## config.mk

```make
export PLATFORM = sky130hd
export DESIGN_NAME = dpc_perf_counters
export DESIGN_NICKNAME = d
export VERILOG_FILES = /design/src/dpc_pkg.sv /design/src/dpc_pin_pulser.sv /design/src/dpc_event_tally.sv /design/src/dpc_perf_counters.sv
export SDC_FILE = /design/constraint.sdc
export NUM_CORES = 1
export LEC_CHECK = 0
export BUFFER_PORTS_ARGS = -buffer_cell sky130_fd_sc_hd__buf_2
export CAP_MARGIN = 15
export CORE_UTILIZATION = 25
export CTS_BUF_LIST = sky130_fd_sc_hd__clkbuf_8
export DETAILED_ROUTE_END_ITERATION = 8
export REMOVE_ABC_BUFFERS = 1
export SYNTH_ARGS = -nofsm -noshare
export SYNTH_HDL_FRONTEND = slang
export SYNTH_HIERARCHICAL = 1
export SYNTH_SLANG_ARGS = --single-unit
```

## constraint.sdc

```tcl
create_clock -name sys_clk -period 4.6 [get_ports sys_clk]
set_clock_uncertainty 0.15 [all_clocks]
set_input_delay 0.92 -clock sys_clk [delete_from_list [all_inputs] [get_ports sys_clk]]
set_output_delay 0.92 -clock sys_clk [all_outputs]
set_load 0.02 [all_outputs]
```

## src/dpc_pkg.sv

```systemverilog
// Purpose: shared constants for the dual event performance counters
// Assumes: model register indices are local numbering
// Notes: widths of the setup word and tally fixed by the register layout
package dpc_pkg;
	localparam int TALLY_W = 40;
	localparam int SETUP_W = 32;
	localparam int EVT_LANES = 16;
	localparam int NUM_COUNTERS = 2;
	// Model register indices
	localparam logic [1:0] REG_SETUP_0 = 2'h0;
	localparam logic [1:0] REG_SETUP_1 = 2'h1;
	localparam logic [1:0] REG_TALLY_0 = 2'h2;
	localparam logic [1:0] REG_TALLY_1 = 2'h3;
	// Setup field positions
	localparam int EVT_CODE_LO = 0;
	localparam int UNIT_QUAL_LO = 8;
	localparam int USER_LEVEL_BIT = 16;
	localparam int KERNEL_LEVEL_BIT = 17;
	localparam int EDGE_BIT = 18;
	localparam int PIN_INC_BIT = 19;
	localparam int IRQ_EN_BIT = 20;
	localparam int GLOBAL_EN_BIT = 22;
	localparam int FLIP_BIT = 23;
	localparam int THRESH_LO = 24;
	localparam int READ_PERMIT_BIT = 8;
	localparam logic [31:0] SETUP_RESET = 32'h0000_0000;
	localparam logic [39:0] TALLY_RESET = 40'h00_0000_0000;
	localparam logic [31:0] SETUP1_MASK = 32'hFFBF_FFFF;
	// Bus clock ratio used to stretch pin pulses
	localparam int BUS_RATIO_DEF = 4;
	typedef enum logic [1:0] {PIN_IDLE, PIN_HIGH, PIN_LOW} dpc_pin_state_t;
endpackage

```

## src/dpc_pin_pulser.sv

```systemverilog
// Purpose: one bus-clock wide monitor pin pulse
// Assumes: busTick marks a bus clock boundary, one cycle wide
// Notes: requests arriving during a pulse are merged
`timescale 1ns/1ps
module dpc_pin_pulser
	import dpc_pkg::*;
(
	// Clock and reset
	input wire logic sys_clk,
	input wire logic rst_n,
	// Control
	input wire logic busTick,
	input wire logic request,
	// Pin
	output logic monitorPin
);
	dpc_pin_state_t state;
	dpc_pin_state_t next_state;
	logic pending;
	logic next_pending;

	always_comb
	begin
		next_state = state;
		next_pending = pending | request;
		case (state)
			PIN_IDLE:
				if (busTick && (pending || request))
				begin
					next_state = PIN_HIGH;
					next_pending = 1'b0;
				end
			PIN_HIGH:
				if (busTick)
					next_state = PIN_LOW;
			PIN_LOW:
				if (busTick)
					next_state = PIN_IDLE;
			default:
				next_state = PIN_IDLE;
		endcase
	end

	always_ff @(posedge sys_clk)
	begin
		if (!rst_n)
		begin
			state <= PIN_IDLE;
			pending <= 1'b0;
			monitorPin <= 1'b0;
		end
		else
		begin
			state <= next_state;
			pending <= next_pending;
			monitorPin <= (next_state == PIN_HIGH);
		end
	end
endmodule // dpc_pin_pulser

```

## src/dpc_event_tally.sv

```systemverilog
// Purpose: one 40-bit event tally with filtering and compare
// Assumes: eventCount is the events seen in the current cycle
// Notes: overflow is the carry out of the top bit
`timescale 1ns/1ps
module dpc_event_tally
	import dpc_pkg::*;
#(
	parameter int WIDTH = TALLY_W
)
(
	// Clock and reset
	input wire logic sys_clk,
	input wire logic rst_n,
	// Setup
	input wire logic [SETUP_W-1:0] setup,
	input wire logic runEnable,
	input wire logic [1:0] privLevel,
	input wire logic [4:0] eventCount,
	// Software load
	input wire logic loadStrobe,
	input wire logic [31:0] loadData,
	// State
	output logic [WIDTH-1:0] tally,
	output logic incremented,
	output logic overflow
);
	logic prevQual;
	logic next_prevQual;
	logic [WIDTH-1:0] next_tally;
	logic next_incremented;
	logic next_overflow;
	logic privOk;
	logic compareOk;
	logic qual;
	logic [4:0] addAmount;
	logic [WIDTH:0] sum;
	logic [7:0] thresh;

	always_comb
	begin
		thresh = setup[THRESH_LO +: 8];
		privOk = (privLevel == 2'h0) ? setup[KERNEL_LEVEL_BIT] : setup[USER_LEVEL_BIT];
		// Threshold wider than any per-cycle count never passes, or always passes when the flip bit is set
		compareOk = ({3'h0, eventCount} >= thresh) ^ setup[FLIP_BIT];
		qual = privOk && ((thresh != 8'h00) ? compareOk : (eventCount != 5'h00));
		addAmount = 5'h00;
		if (runEnable && qual)
		begin
			if (setup[EDGE_BIT])
				addAmount = prevQual ? 5'h00 : 5'h01;
			else if (thresh != 8'h00)
				addAmount = 5'h01;
			else
				addAmount = eventCount;
		end
		next_prevQual = qual;
		sum = {1'b0, tally} + {{(WIDTH-4){1'b0}}, addAmount};
		next_overflow = sum[WIDTH];
		next_incremented = (addAmount != 5'h00);
		next_tally = sum[WIDTH-1:0];
		if (loadStrobe)
		begin
			next_tally = {{(WIDTH-32){loadData[31]}}, loadData};
			next_overflow = 1'b0;
			next_incremented = 1'b0;
		end
	end

	always_ff @(posedge sys_clk)
	begin
		if (!rst_n)
		begin
			tally <= TALLY_RESET;
			prevQual <= 1'b0;
			incremented <= 1'b0;
			overflow <= 1'b0;
		end
		else
		begin
			tally <= next_tally;
			prevQual <= next_prevQual;
			incremented <= next_incremented;
			overflow <= next_overflow;
		end
	end
endmodule // dpc_event_tally

```

## src/dpc_perf_counters.sv

```systemverilog
// Summary of operation
// - Two independent 40-bit event counters
// - Duration mode adds one per true clock
// - Bits 7:0 select event code
// - Bits 15:8 qualify the event
// - Bit 16 counts at levels 1-3
// - Bit 17 counts at level 0
// - Bit 18 counts rising transitions only
// - Bit 19 pin per increment, else overflow
// - Pin pulse lasts one bus clock
// - Bit 20 raises interrupt on overflow
// - Bit 22 of setup 0 enables both
// - Bit 23 inverts compare when threshold nonzero
// - Nonzero threshold adds one when compare met
// - Zero threshold adds full event count
// - Counter write sign-extends from bit 31
// - Registers level 0 only; read-permit bit gates
// - Start on enable write; zeroed setup stops
//
// Purpose: dual performance counter top with model register access
// Assumes: event sources supply per-cycle counts per code and qualifier
// Notes: register access is the model register read/write port
//        pin pulses are stretched to one bus clock of BUS_RATIO processor clocks
//        selection outputs follow a setup write at the same edge that stores it
`timescale 1ns/1ps
module dpc_perf_counters
	import dpc_pkg::*;
#(
	parameter int BUS_RATIO = BUS_RATIO_DEF
)
(
	// Clock and reset
	input wire logic sys_clk,
	input wire logic rst_n,
	// Processor state
	input wire logic [1:0] privLevel,
	input wire logic userCounterReadPermit,
	// Event sources: per-cycle counts selected by the code and qualifier outputs
	input wire logic [4:0] eventCount0,
	input wire logic [4:0] eventCount1,
	// Model register port
	input wire logic modelRegisterWrite,
	input wire logic modelRegisterRead,
	input wire logic [1:0] regIndex,
	input wire logic [39:0] writeData,
	output logic [39:0] readData,
	output logic readValid,
	output logic accessFault,
	// Counter read instruction
	input wire logic counterReadInstruction,
	input wire logic counterSelect,
	// Event selection to the event logic
	output logic [7:0] eventCode0,
	output logic [7:0] unitQualifier0,
	output logic [7:0] eventCode1,
	output logic [7:0] unitQualifier1,
	// Pins and interrupt
	output logic [1:0] monitorPin,
	output logic perfInterrupt
);
	logic [SETUP_W-1:0] eventSetup0;
	logic [SETUP_W-1:0] eventSetup1;
	logic [SETUP_W-1:0] next_eventSetup0;
	logic [SETUP_W-1:0] next_eventSetup1;
	logic [39:0] next_readData;
	logic next_readValid;
	logic next_accessFault;
	logic next_perfInterrupt;
	logic [7:0] busDiv;
	logic [7:0] next_busDiv;
	logic busTick;
	logic kernelMode;
	logic writeOk;
	logic [NUM_COUNTERS-1:0] loadStrobe;
	logic [NUM_COUNTERS-1:0] runEnable;
	logic [NUM_COUNTERS-1:0] incremented;
	logic [NUM_COUNTERS-1:0] overflow;
	logic [NUM_COUNTERS-1:0] pinRequest;
	logic [SETUP_W-1:0] setupOf [NUM_COUNTERS];
	logic [4:0] countOf [NUM_COUNTERS];
	logic [39:0] tallyOf [NUM_COUNTERS];

	// Next values of the selection outputs
	logic [7:0] next_eventCode0;
	logic [7:0] next_unitQualifier0;
	logic [7:0] next_eventCode1;
	logic [7:0] next_unitQualifier1;

	// Decoded setup writes and per-counter interrupt requests
	logic setupWrite0;
	logic setupWrite1;
	logic [NUM_COUNTERS-1:0] irqRequest;

	function automatic logic [7:0] fieldByte(input logic [SETUP_W-1:0] word, input int lo);
		fieldByte = word[lo +: 8];
	endfunction

	// Register view as software sees it; setup words read back zero-extended
	function automatic logic [39:0] regView(input logic [1:0] idx);
		if (isIndex(idx, REG_SETUP_0))
			regView = {8'h00, eventSetup0};
		else if (isIndex(idx, REG_SETUP_1))
			regView = {8'h00, eventSetup1};
		else if (isIndex(idx, REG_TALLY_0))
			regView = tallyOf[0];
		else
			regView = tallyOf[1];
	endfunction

	function automatic logic isIndex(input logic [1:0] idx, input logic [1:0] want);
		isIndex = (idx == want);
	endfunction

	// Only level 0 may touch the model registers
	assign kernelMode = (privLevel == 2'h0);
	assign writeOk = modelRegisterWrite && kernelMode;
	assign setupOf[0] = eventSetup0;
	assign setupOf[1] = eventSetup1;
	assign countOf[0] = eventCount0;
	assign countOf[1] = eventCount1;
	assign busTick = (busDiv == 8'h00);
	// Enable lives only in setup 0; an all-zero setup stops its own counter
	assign runEnable[0] = eventSetup0[GLOBAL_EN_BIT] && (eventSetup0 != SETUP_RESET);
	assign runEnable[1] = eventSetup0[GLOBAL_EN_BIT] && (eventSetup1 != SETUP_RESET);

	// One tally and one pin pulser per counter
	generate
		for (genvar i = 0; i < NUM_COUNTERS; i++)
		begin : g_ctr
			assign loadStrobe[i] = writeOk && isIndex(regIndex, i ? REG_TALLY_1 : REG_TALLY_0);
			// Per-increment or overflow source for the pin
			assign pinRequest[i] = setupOf[i][PIN_INC_BIT] ? incremented[i] : overflow[i];
			dpc_event_tally #(
				.WIDTH(TALLY_W)
			) u_tally (
				.sys_clk(sys_clk),
				.rst_n(rst_n),
				.setup(setupOf[i]),
				.runEnable(runEnable[i]),
				.privLevel(privLevel),
				.eventCount(countOf[i]),
				.loadStrobe(loadStrobe[i]),
				.loadData(writeData[31:0]),
				.tally(tallyOf[i]),
				.incremented(incremented[i]),
				.overflow(overflow[i])
			);
			dpc_pin_pulser u_pin (
				.sys_clk(sys_clk),
				.rst_n(rst_n),
				.busTick(busTick),
				.request(pinRequest[i]),
				.monitorPin(monitorPin[i])
			);
		end
	endgenerate

	// Bus clock divider; busTick marks the first processor clock of each bus clock
	always_comb
	begin
		next_busDiv = (busDiv == 8'(BUS_RATIO - 1)) ? 8'h00 : busDiv + 8'h01;
	end

	always_ff @(posedge sys_clk)
	begin
		if (!rst_n)
		begin
			busDiv <= 8'h00;
		end
		else
		begin
			busDiv <= next_busDiv;
		end
	end

	// Setup words; a refused write leaves both untouched
	assign setupWrite0 = writeOk && isIndex(regIndex, REG_SETUP_0);
	assign setupWrite1 = writeOk && isIndex(regIndex, REG_SETUP_1);

	always_comb
	begin
		next_eventSetup0 = eventSetup0;
		next_eventSetup1 = eventSetup1;
		if (setupWrite0)
			next_eventSetup0 = writeData[31:0];
		else if (setupWrite1)
			// Enable bit exists only in setup 0, so it is masked here
			next_eventSetup1 = writeData[31:0] & SETUP1_MASK;
	end

	always_ff @(posedge sys_clk)
	begin
		if (!rst_n)
		begin
			eventSetup0 <= SETUP_RESET;
			eventSetup1 <= SETUP_RESET;
		end
		else
		begin
			eventSetup0 <= next_eventSetup0;
			eventSetup1 <= next_eventSetup1;
		end
	end

	// Taken from the next setup word so the event logic sees a new selection at once
	always_comb
	begin
		next_eventCode0 = fieldByte(next_eventSetup0, EVT_CODE_LO);
		next_unitQualifier0 = fieldByte(next_eventSetup0, UNIT_QUAL_LO);
		next_eventCode1 = fieldByte(next_eventSetup1, EVT_CODE_LO);
		next_unitQualifier1 = fieldByte(next_eventSetup1, UNIT_QUAL_LO);
	end

	always_ff @(posedge sys_clk)
	begin
		if (!rst_n)
		begin
			eventCode0 <= 8'h00;
			unitQualifier0 <= 8'h00;
			eventCode1 <= 8'h00;
			unitQualifier1 <= 8'h00;
		end
		else
		begin
			eventCode0 <= next_eventCode0;
			unitQualifier0 <= next_unitQualifier0;
			eventCode1 <= next_eventCode1;
			unitQualifier1 <= next_unitQualifier1;
		end
	end

	// Read port; a model register access wins and a counter read in that cycle is dropped
	always_comb
	begin
		next_readData = 40'h00_0000_0000;
		next_readValid = 1'b0;
		next_accessFault = 1'b0;
		if (modelRegisterRead || modelRegisterWrite)
		begin
			if (!kernelMode)
				next_accessFault = 1'b1;
			else if (modelRegisterRead)
			begin
				next_readValid = 1'b1;
				next_readData = regView(regIndex);
			end
		end
		else if (counterReadInstruction)
		begin
			// Restricted to level 0 when the permit bit is clear
			if (!kernelMode && !userCounterReadPermit)
				next_accessFault = 1'b1;
			else
			begin
				next_readValid = 1'b1;
				next_readData = regView({1'b1, counterSelect});
			end
		end
	end

	always_ff @(posedge sys_clk)
	begin
		if (!rst_n)
		begin
			readData <= 40'h00_0000_0000;
			readValid <= 1'b0;
			accessFault <= 1'b0;
		end
		else
		begin
			readData <= next_readData;
			readValid <= next_readValid;
			accessFault <= next_accessFault;
		end
	end

	// Overflow request is a one-cycle pulse to the local interrupt controller
	always_comb
	begin
		for (int n = 0; n < NUM_COUNTERS; n++)
			irqRequest[n] = overflow[n] && setupOf[n][IRQ_EN_BIT];
		next_perfInterrupt = |irqRequest;
	end

	always_ff @(posedge sys_clk)
	begin
		if (!rst_n)
		begin
			perfInterrupt <= 1'b0;
		end
		else
		begin
			perfInterrupt <= next_perfInterrupt;
		end
	end
endmodule // dpc_perf_counters

```

# After elaboration in Yosys (flattened, before gate mapping)
# Cells that the tools add are included.
[totals] regBits=240 inputBits=61 output_inout_bits=77 word_cells=136
[classes] addsub=3 n_lt_le_gt_ge=2 eq_ne=10 muxes=49 bitwise=6 n_reduce_logical=39
[op_table] cell="two-way mux 40 bit" count=11
[op_table] cell="adder 40 x 5 -> 41 bit" count=2
[op_table] cell="nonzero test 32 bit" count=2
[op_table] cell="two-way mux 16 bit" count=3
[op_table] cell="two-way mux 5 bit" count=6
[op_table] cell="two-way mux 1 bit" count=21
[op_table] cell="nonzero test 5 bit" count=4
[op_table] cell=">= comparator 5 x 8 -> 1 bit" count=2
[op_table] cell="logical AND 1 bit" count=16
[op_table] cell="nonzero test 8 bit" count=2
[op_table] cell="two-way mux 2 bit" count=6
[op_table] cell="one-hot mux 2 bit (3 select lines)" count=2
[op_table] cell="== test 2 x 1 -> 1 bit (second input constant)" count=5
[op_table] cell="adder 8 x 1 -> 8 bit (second input constant)" count=1
[op_table] cell="== test 2 bit (second input constant)" count=4
[op_table] cell="== test 8 x 2 -> 1 bit (second input constant)" count=1
[op_table] cell="zero test 2 bit" count=4
[op_table] cell="zero test 8 bit" count=1
[op_table] cell="OR reduction 2 bit" count=4
[op_table] cell="logical OR 1 bit" count=3
[op_table] cell="zero test 1 bit" count=2
[op_table] cell="NOT 1 bit" count=2
[op_table] cell="OR 1 bit" count=2
[op_table] cell="AND reduction 2 bit" count=1
[op_table] cell="XOR 1 bit" count=2

# Logic depth before layout (Yosys ltp)
[logic_depth] depth_word=8 ltp_mapped=15 depth_no_buf=14

# By module
# Netlist, hierarchy kept.
[by_module_without_submodules] module="dpc_perf_counters" instances=1 cells_each=585 area_each_um2=5614.1 seq_area_each_um2=2282.2
[by_module_without_submodules] module="dpc_event_tally at g_ctr[0].u_tally" instances=1 cells_each=332 area_each_um2=2746.4 seq_area_each_um2=860.8
[by_module_without_submodules] module="dpc_event_tally at g_ctr[1].u_tally" instances=1 cells_each=325 area_each_um2=2687.6 seq_area_each_um2=860.8
[by_module_without_submodules] module="dpc_pin_pulser" instances=2 cells_each=15 area_each_um2=156.4 seq_area_each_um2=80.1

# Worst setup path before layout
# No wires, ideal clock.
[synth_timing] path_kind="input to register" start="in eventCount0[0]" end="reg g_ctr[0].u_tally.tally[14]" setup_time_ps=133 arrival_time_ps=3648 required_time_ps=4317 path_slack_ps=670 cell_stages=15 n_path_buf=1 path_cell_list="inv_1 > ha_1 > nor3b_1 > o21ai_1 > a221o_1 > o211a_1 > and2_1 > ha_1 > fa_1 > a211oi_1 > o21bai_1 > buf_2 > and4_1 > xnor2_1 > a21oi_1"
[synth_via] elab_chain_len=8 elab_cells_between_ends=11 cone_classes="1 x add/sub; 1 x order compare; 5 x mux; 1 x bitwise; 3 x reduce/logical"
[synth_rtl] item="from (decl)" line_no="dpc_perf_counters.sv:39" source="input wire logic [4:0] eventCount0,"
[synth_rtl] item=">= comparator 5 x 8 -> 1 bit" line_no="dpc_event_tally.sv:44" source="compareOk = ({3'h0, eventCount} >= thresh) ^ setup[FLIP_BIT];"
[synth_rtl] item="XOR 1 bit" line_no="dpc_event_tally.sv:44"
[synth_rtl] item="two-way mux 1 bit" line_no="dpc_event_tally.sv:45" source="qual = privOk && ((thresh != 8'h00) ? compareOk : (eventCount != 5'h00));"
[synth_rtl] item="logical AND 1 bit" line_no="dpc_event_tally.sv:45"
[synth_rtl] item="logical AND 1 bit" line_no="dpc_event_tally.sv:47" source="if (runEnable && qual)"
[synth_rtl] item="two-way mux 5 bit *" line_no="dpc_event_tally.sv:47"
[synth_rtl] item="adder 40 x 5 -> 41 bit *" line_no="dpc_event_tally.sv:57" source="sum = {1'b0, tally} + {{(WIDTH-4){1'b0}}, addAmount};"
[synth_rtl] item="two-way mux 40 bit *" line_no="dpc_event_tally.sv:61" source="if (loadStrobe)"
[synth_rtl] item="to (signal assigned)" line_no="dpc_event_tally.sv:80" source="tally <= next_tally;"
[synth_rtl] item="to (decl)" line_no="dpc_event_tally.sv:23" source="output logic [WIDTH-1:0] tally,"
# Every way passes the cells marked *; elsewhere a longest branch is shown, timed or not.
# A chain may end at the register's enable or synchronous reset.

# Worst setup path in the final report
[layout_timing] start="reg eventSetup1[27]" end="reg g_ctr[1].u_tally.tally[26]"
[layout_via] elab_chain_len=8 elab_cells_between_ends=13 cone_classes="1 x add/sub; 1 x order compare; 5 x mux; 1 x bitwise; 5 x reduce/logical"
[layout_rtl] item="from (decl)" line_no="dpc_perf_counters.sv:62" source="logic [SETUP_W-1:0] eventSetup1;"
[layout_rtl] item="from (signal assigned)" line_no="dpc_perf_counters.sv:201" source="eventSetup1 <= next_eventSetup1;"
[layout_rtl] item=">= comparator 5 x 8 -> 1 bit" line_no="dpc_event_tally.sv:44"
[layout_rtl] item="XOR 1 bit" line_no="dpc_event_tally.sv:44"
[layout_rtl] item="two-way mux 1 bit" line_no="dpc_event_tally.sv:45"
[layout_rtl] item="logical AND 1 bit" line_no="dpc_event_tally.sv:45"
[layout_rtl] item="logical AND 1 bit" line_no="dpc_event_tally.sv:47"
[layout_rtl] item="two-way mux 5 bit *" line_no="dpc_event_tally.sv:47"
[layout_rtl] item="adder 40 x 5 -> 41 bit *" line_no="dpc_event_tally.sv:57"
[layout_rtl] item="two-way mux 40 bit *" line_no="dpc_event_tally.sv:61"
[layout_rtl] item="to (signal assigned)" line_no="dpc_event_tally.sv:80"
[layout_rtl] item="to (decl)" line_no="dpc_event_tally.sv:23"
# Marked as above.

==> results.ini <==
[cells_and_area]
finish.instance_area_sq_um=13100
nNetsFinal=1452
drive_gt1_frac=0.207
area_growth_pct=15.6
final_core_util=0.295

[detailed_routing]
firstDrtPassIters=5
postRouteAntennaNets=0
wl_per_cell_um=19.1
wl_um=37900
drtIter0Drc=748
num_vias=10139
drc=0
avgViaCountPerCell=5.10

[floorplanning]
rows=77
die_area_sq_um=46300
coreArea_sq_um=44500
die_h_um=215
start_util=0.255
num_io_pins=138
die_w_um=215

[timing]
worstMarginPinSlew_ns=0.893
fin_ws_ns=0.567
fmax_ghz=0.248
period_minus_slack_ns=4.03
finalHoldViolCount=0
rsz0062_at_grt=false
setup_violations=0
relSlewSlack=0.402
slew_viol_final=0
setup_tns_ns=0
timing.final.crit_share=0.877

[global_routing]
gr-usage-all-layers=0.161
grt_pass1_wl_um=57900
grt.overflow.total=0
antenna_found_initial=9
grt_max_degree=78
grt_pass1_vias=9709

[worst_setup_path]
r2r_slack_ns=0.57
crit_path_end_kind=flop
crit_arrival_ns=4.35
required_ns=4.92
crit_path_start_kind=flop
critical_path.max_fanout=14
path_class=reg -> reg

[clock_network]
holdBufCountCts=0
clkLatencyLatePin_ns=0.55
cts_tree=built
post_cts_buffers=0
cts_buffers=39
ctsResizeCount=0
h-tree-depth=2
clock_sinks=208
clock_tree.root_cell=clkbuf_8
clk_pin_slew_ns=0.06
cts.path.max_buffers=3

[hold_path]
hp-class=reg -> reg

[power]
ir_worst_vdd_mv=0.118
p_leak_nw=5.05
total_power_mw=3.92
powerDensity_nw_per_um2=299

[outcome]
status=finished, final reports clean

[yosys]
avgSynthCellArea_sq_um=8.94
yosys_warnings=6
syn_inst=1271
synth_area_sq_um=11400

[place]
placed_area_sq_um=12400
hpwl_um=27000
dp_slack_ns=0.127
portBuffers=129
gp_congestion=0.879

[job]
drv_cap=0

==> metrics by stage <==
stage,hold WS [ns],std cells
after global placement,0.295,1918
final,0.321,1989
after CTS,0.323,1985
after detailed placement,0.314,1918
after floorplan,0.282,1167
after global routing,0.348,1987
==> critical path, cell delays in order, from the launching register on <==
cell      delay, ns
dfxtp_1        0.44
inv_1          0.14
ha_1           0.33
a211oi_1       0.20
o21ai_0        0.16
a221o_1        0.34
o211a_1        0.16
and2_1         0.16
ha_1           0.23
fa_1           0.44
a211oi_1       0.29
o21bai_1       0.16
buf_12         0.18
nand4_1        0.27
o21ai_0        0.14
a31oi_1        0.17
==> registers in the layout, summed over array words and instances (netlist names) <==
register,count
g_ctr.u_tally/tally,80
readData,40
eventSetup0,32
eventSetup1,31
busDiv,8
g_ctr.u_pin/state,4
g_ctr.u_pin/monitorPin,2
g_ctr.u_pin/pending,2
g_ctr.u_tally/incremented,2
g_ctr.u_tally/overflow,2
g_ctr.u_tally/prevQual,2
accessFault,1
perfInterrupt,1
readValid,1
==> worst paths after layout <==
check                       start                         end  cells after the start
hold / removal     eventSetup0[1]              eventSetup0[1]                      2
hold reg to reg    eventSetup0[1]              eventSetup0[1]                      2
setup reg to reg  eventSetup1[27]  g_ctr[1].u_tally/tally[26]                     15
setup / recovery  eventSetup1[27]  g_ctr[1].u_tally/tally[26]                     15
==> metal layers <==
| layer | up-vias | global-route usage | wire [um] |
|---|---|---|---|
| li1 | 4807 | - | - |
| met1 | 4875 | 0.204 | 15900 |
| met2 | 362 | 0.260 | 17700 |
| met3 | 87 | 0.0343 | 2810 |
| met4 | 8 | 0.0726 | 1490 |
| met5 | - | 0 | 55 |
==> power breakdown <==
group	internal [mW]	switching [mW]
combinational	0.116	0.181
clock	0.926	0.815
sequential	1.84	0.0485
==> final cells by class <==
class,instances,area [sq um]
Fill cell,4750,31400
Antenna cell,4,10.0
Timing Repair Buffer,159,886
Multi-Input combinational cell,906,6370
Inverter,53,218
Tap cell,592,741
Sequential cell,208,4160
Clock buffer,47,647
Clock inverter,20,95.1
==> cells in the final DEF (no fill, tap or decap), types with 7 or more instances in the layout <==
master,n
dfxtp_1,208
o211ai_1,14
buf_4,30
a21oi_1,41
mux2i_1,36
nand2_1,164
and4_1,8
or3_1,8
nor4_1,10
nand3_1,61
a21boi_1,61
ha_1,22
nand2b_1,9
clkbuf_8,47
a31oi_1,17
xnor2_1,13
or4_1,19
inv_1,59
o211a_1,7
mux4_2,31
and3_1,16
o21ai_0,60
nor2_1,37
nor3_1,20
buf_2,128
xor2_1,36
nor2b_1,8
nand4_1,29
a22o_1,8
and2_1,24
a211oi_1,8
o22ai_1,32
nand4b_1,7
(Power assumes the default switching activity.)
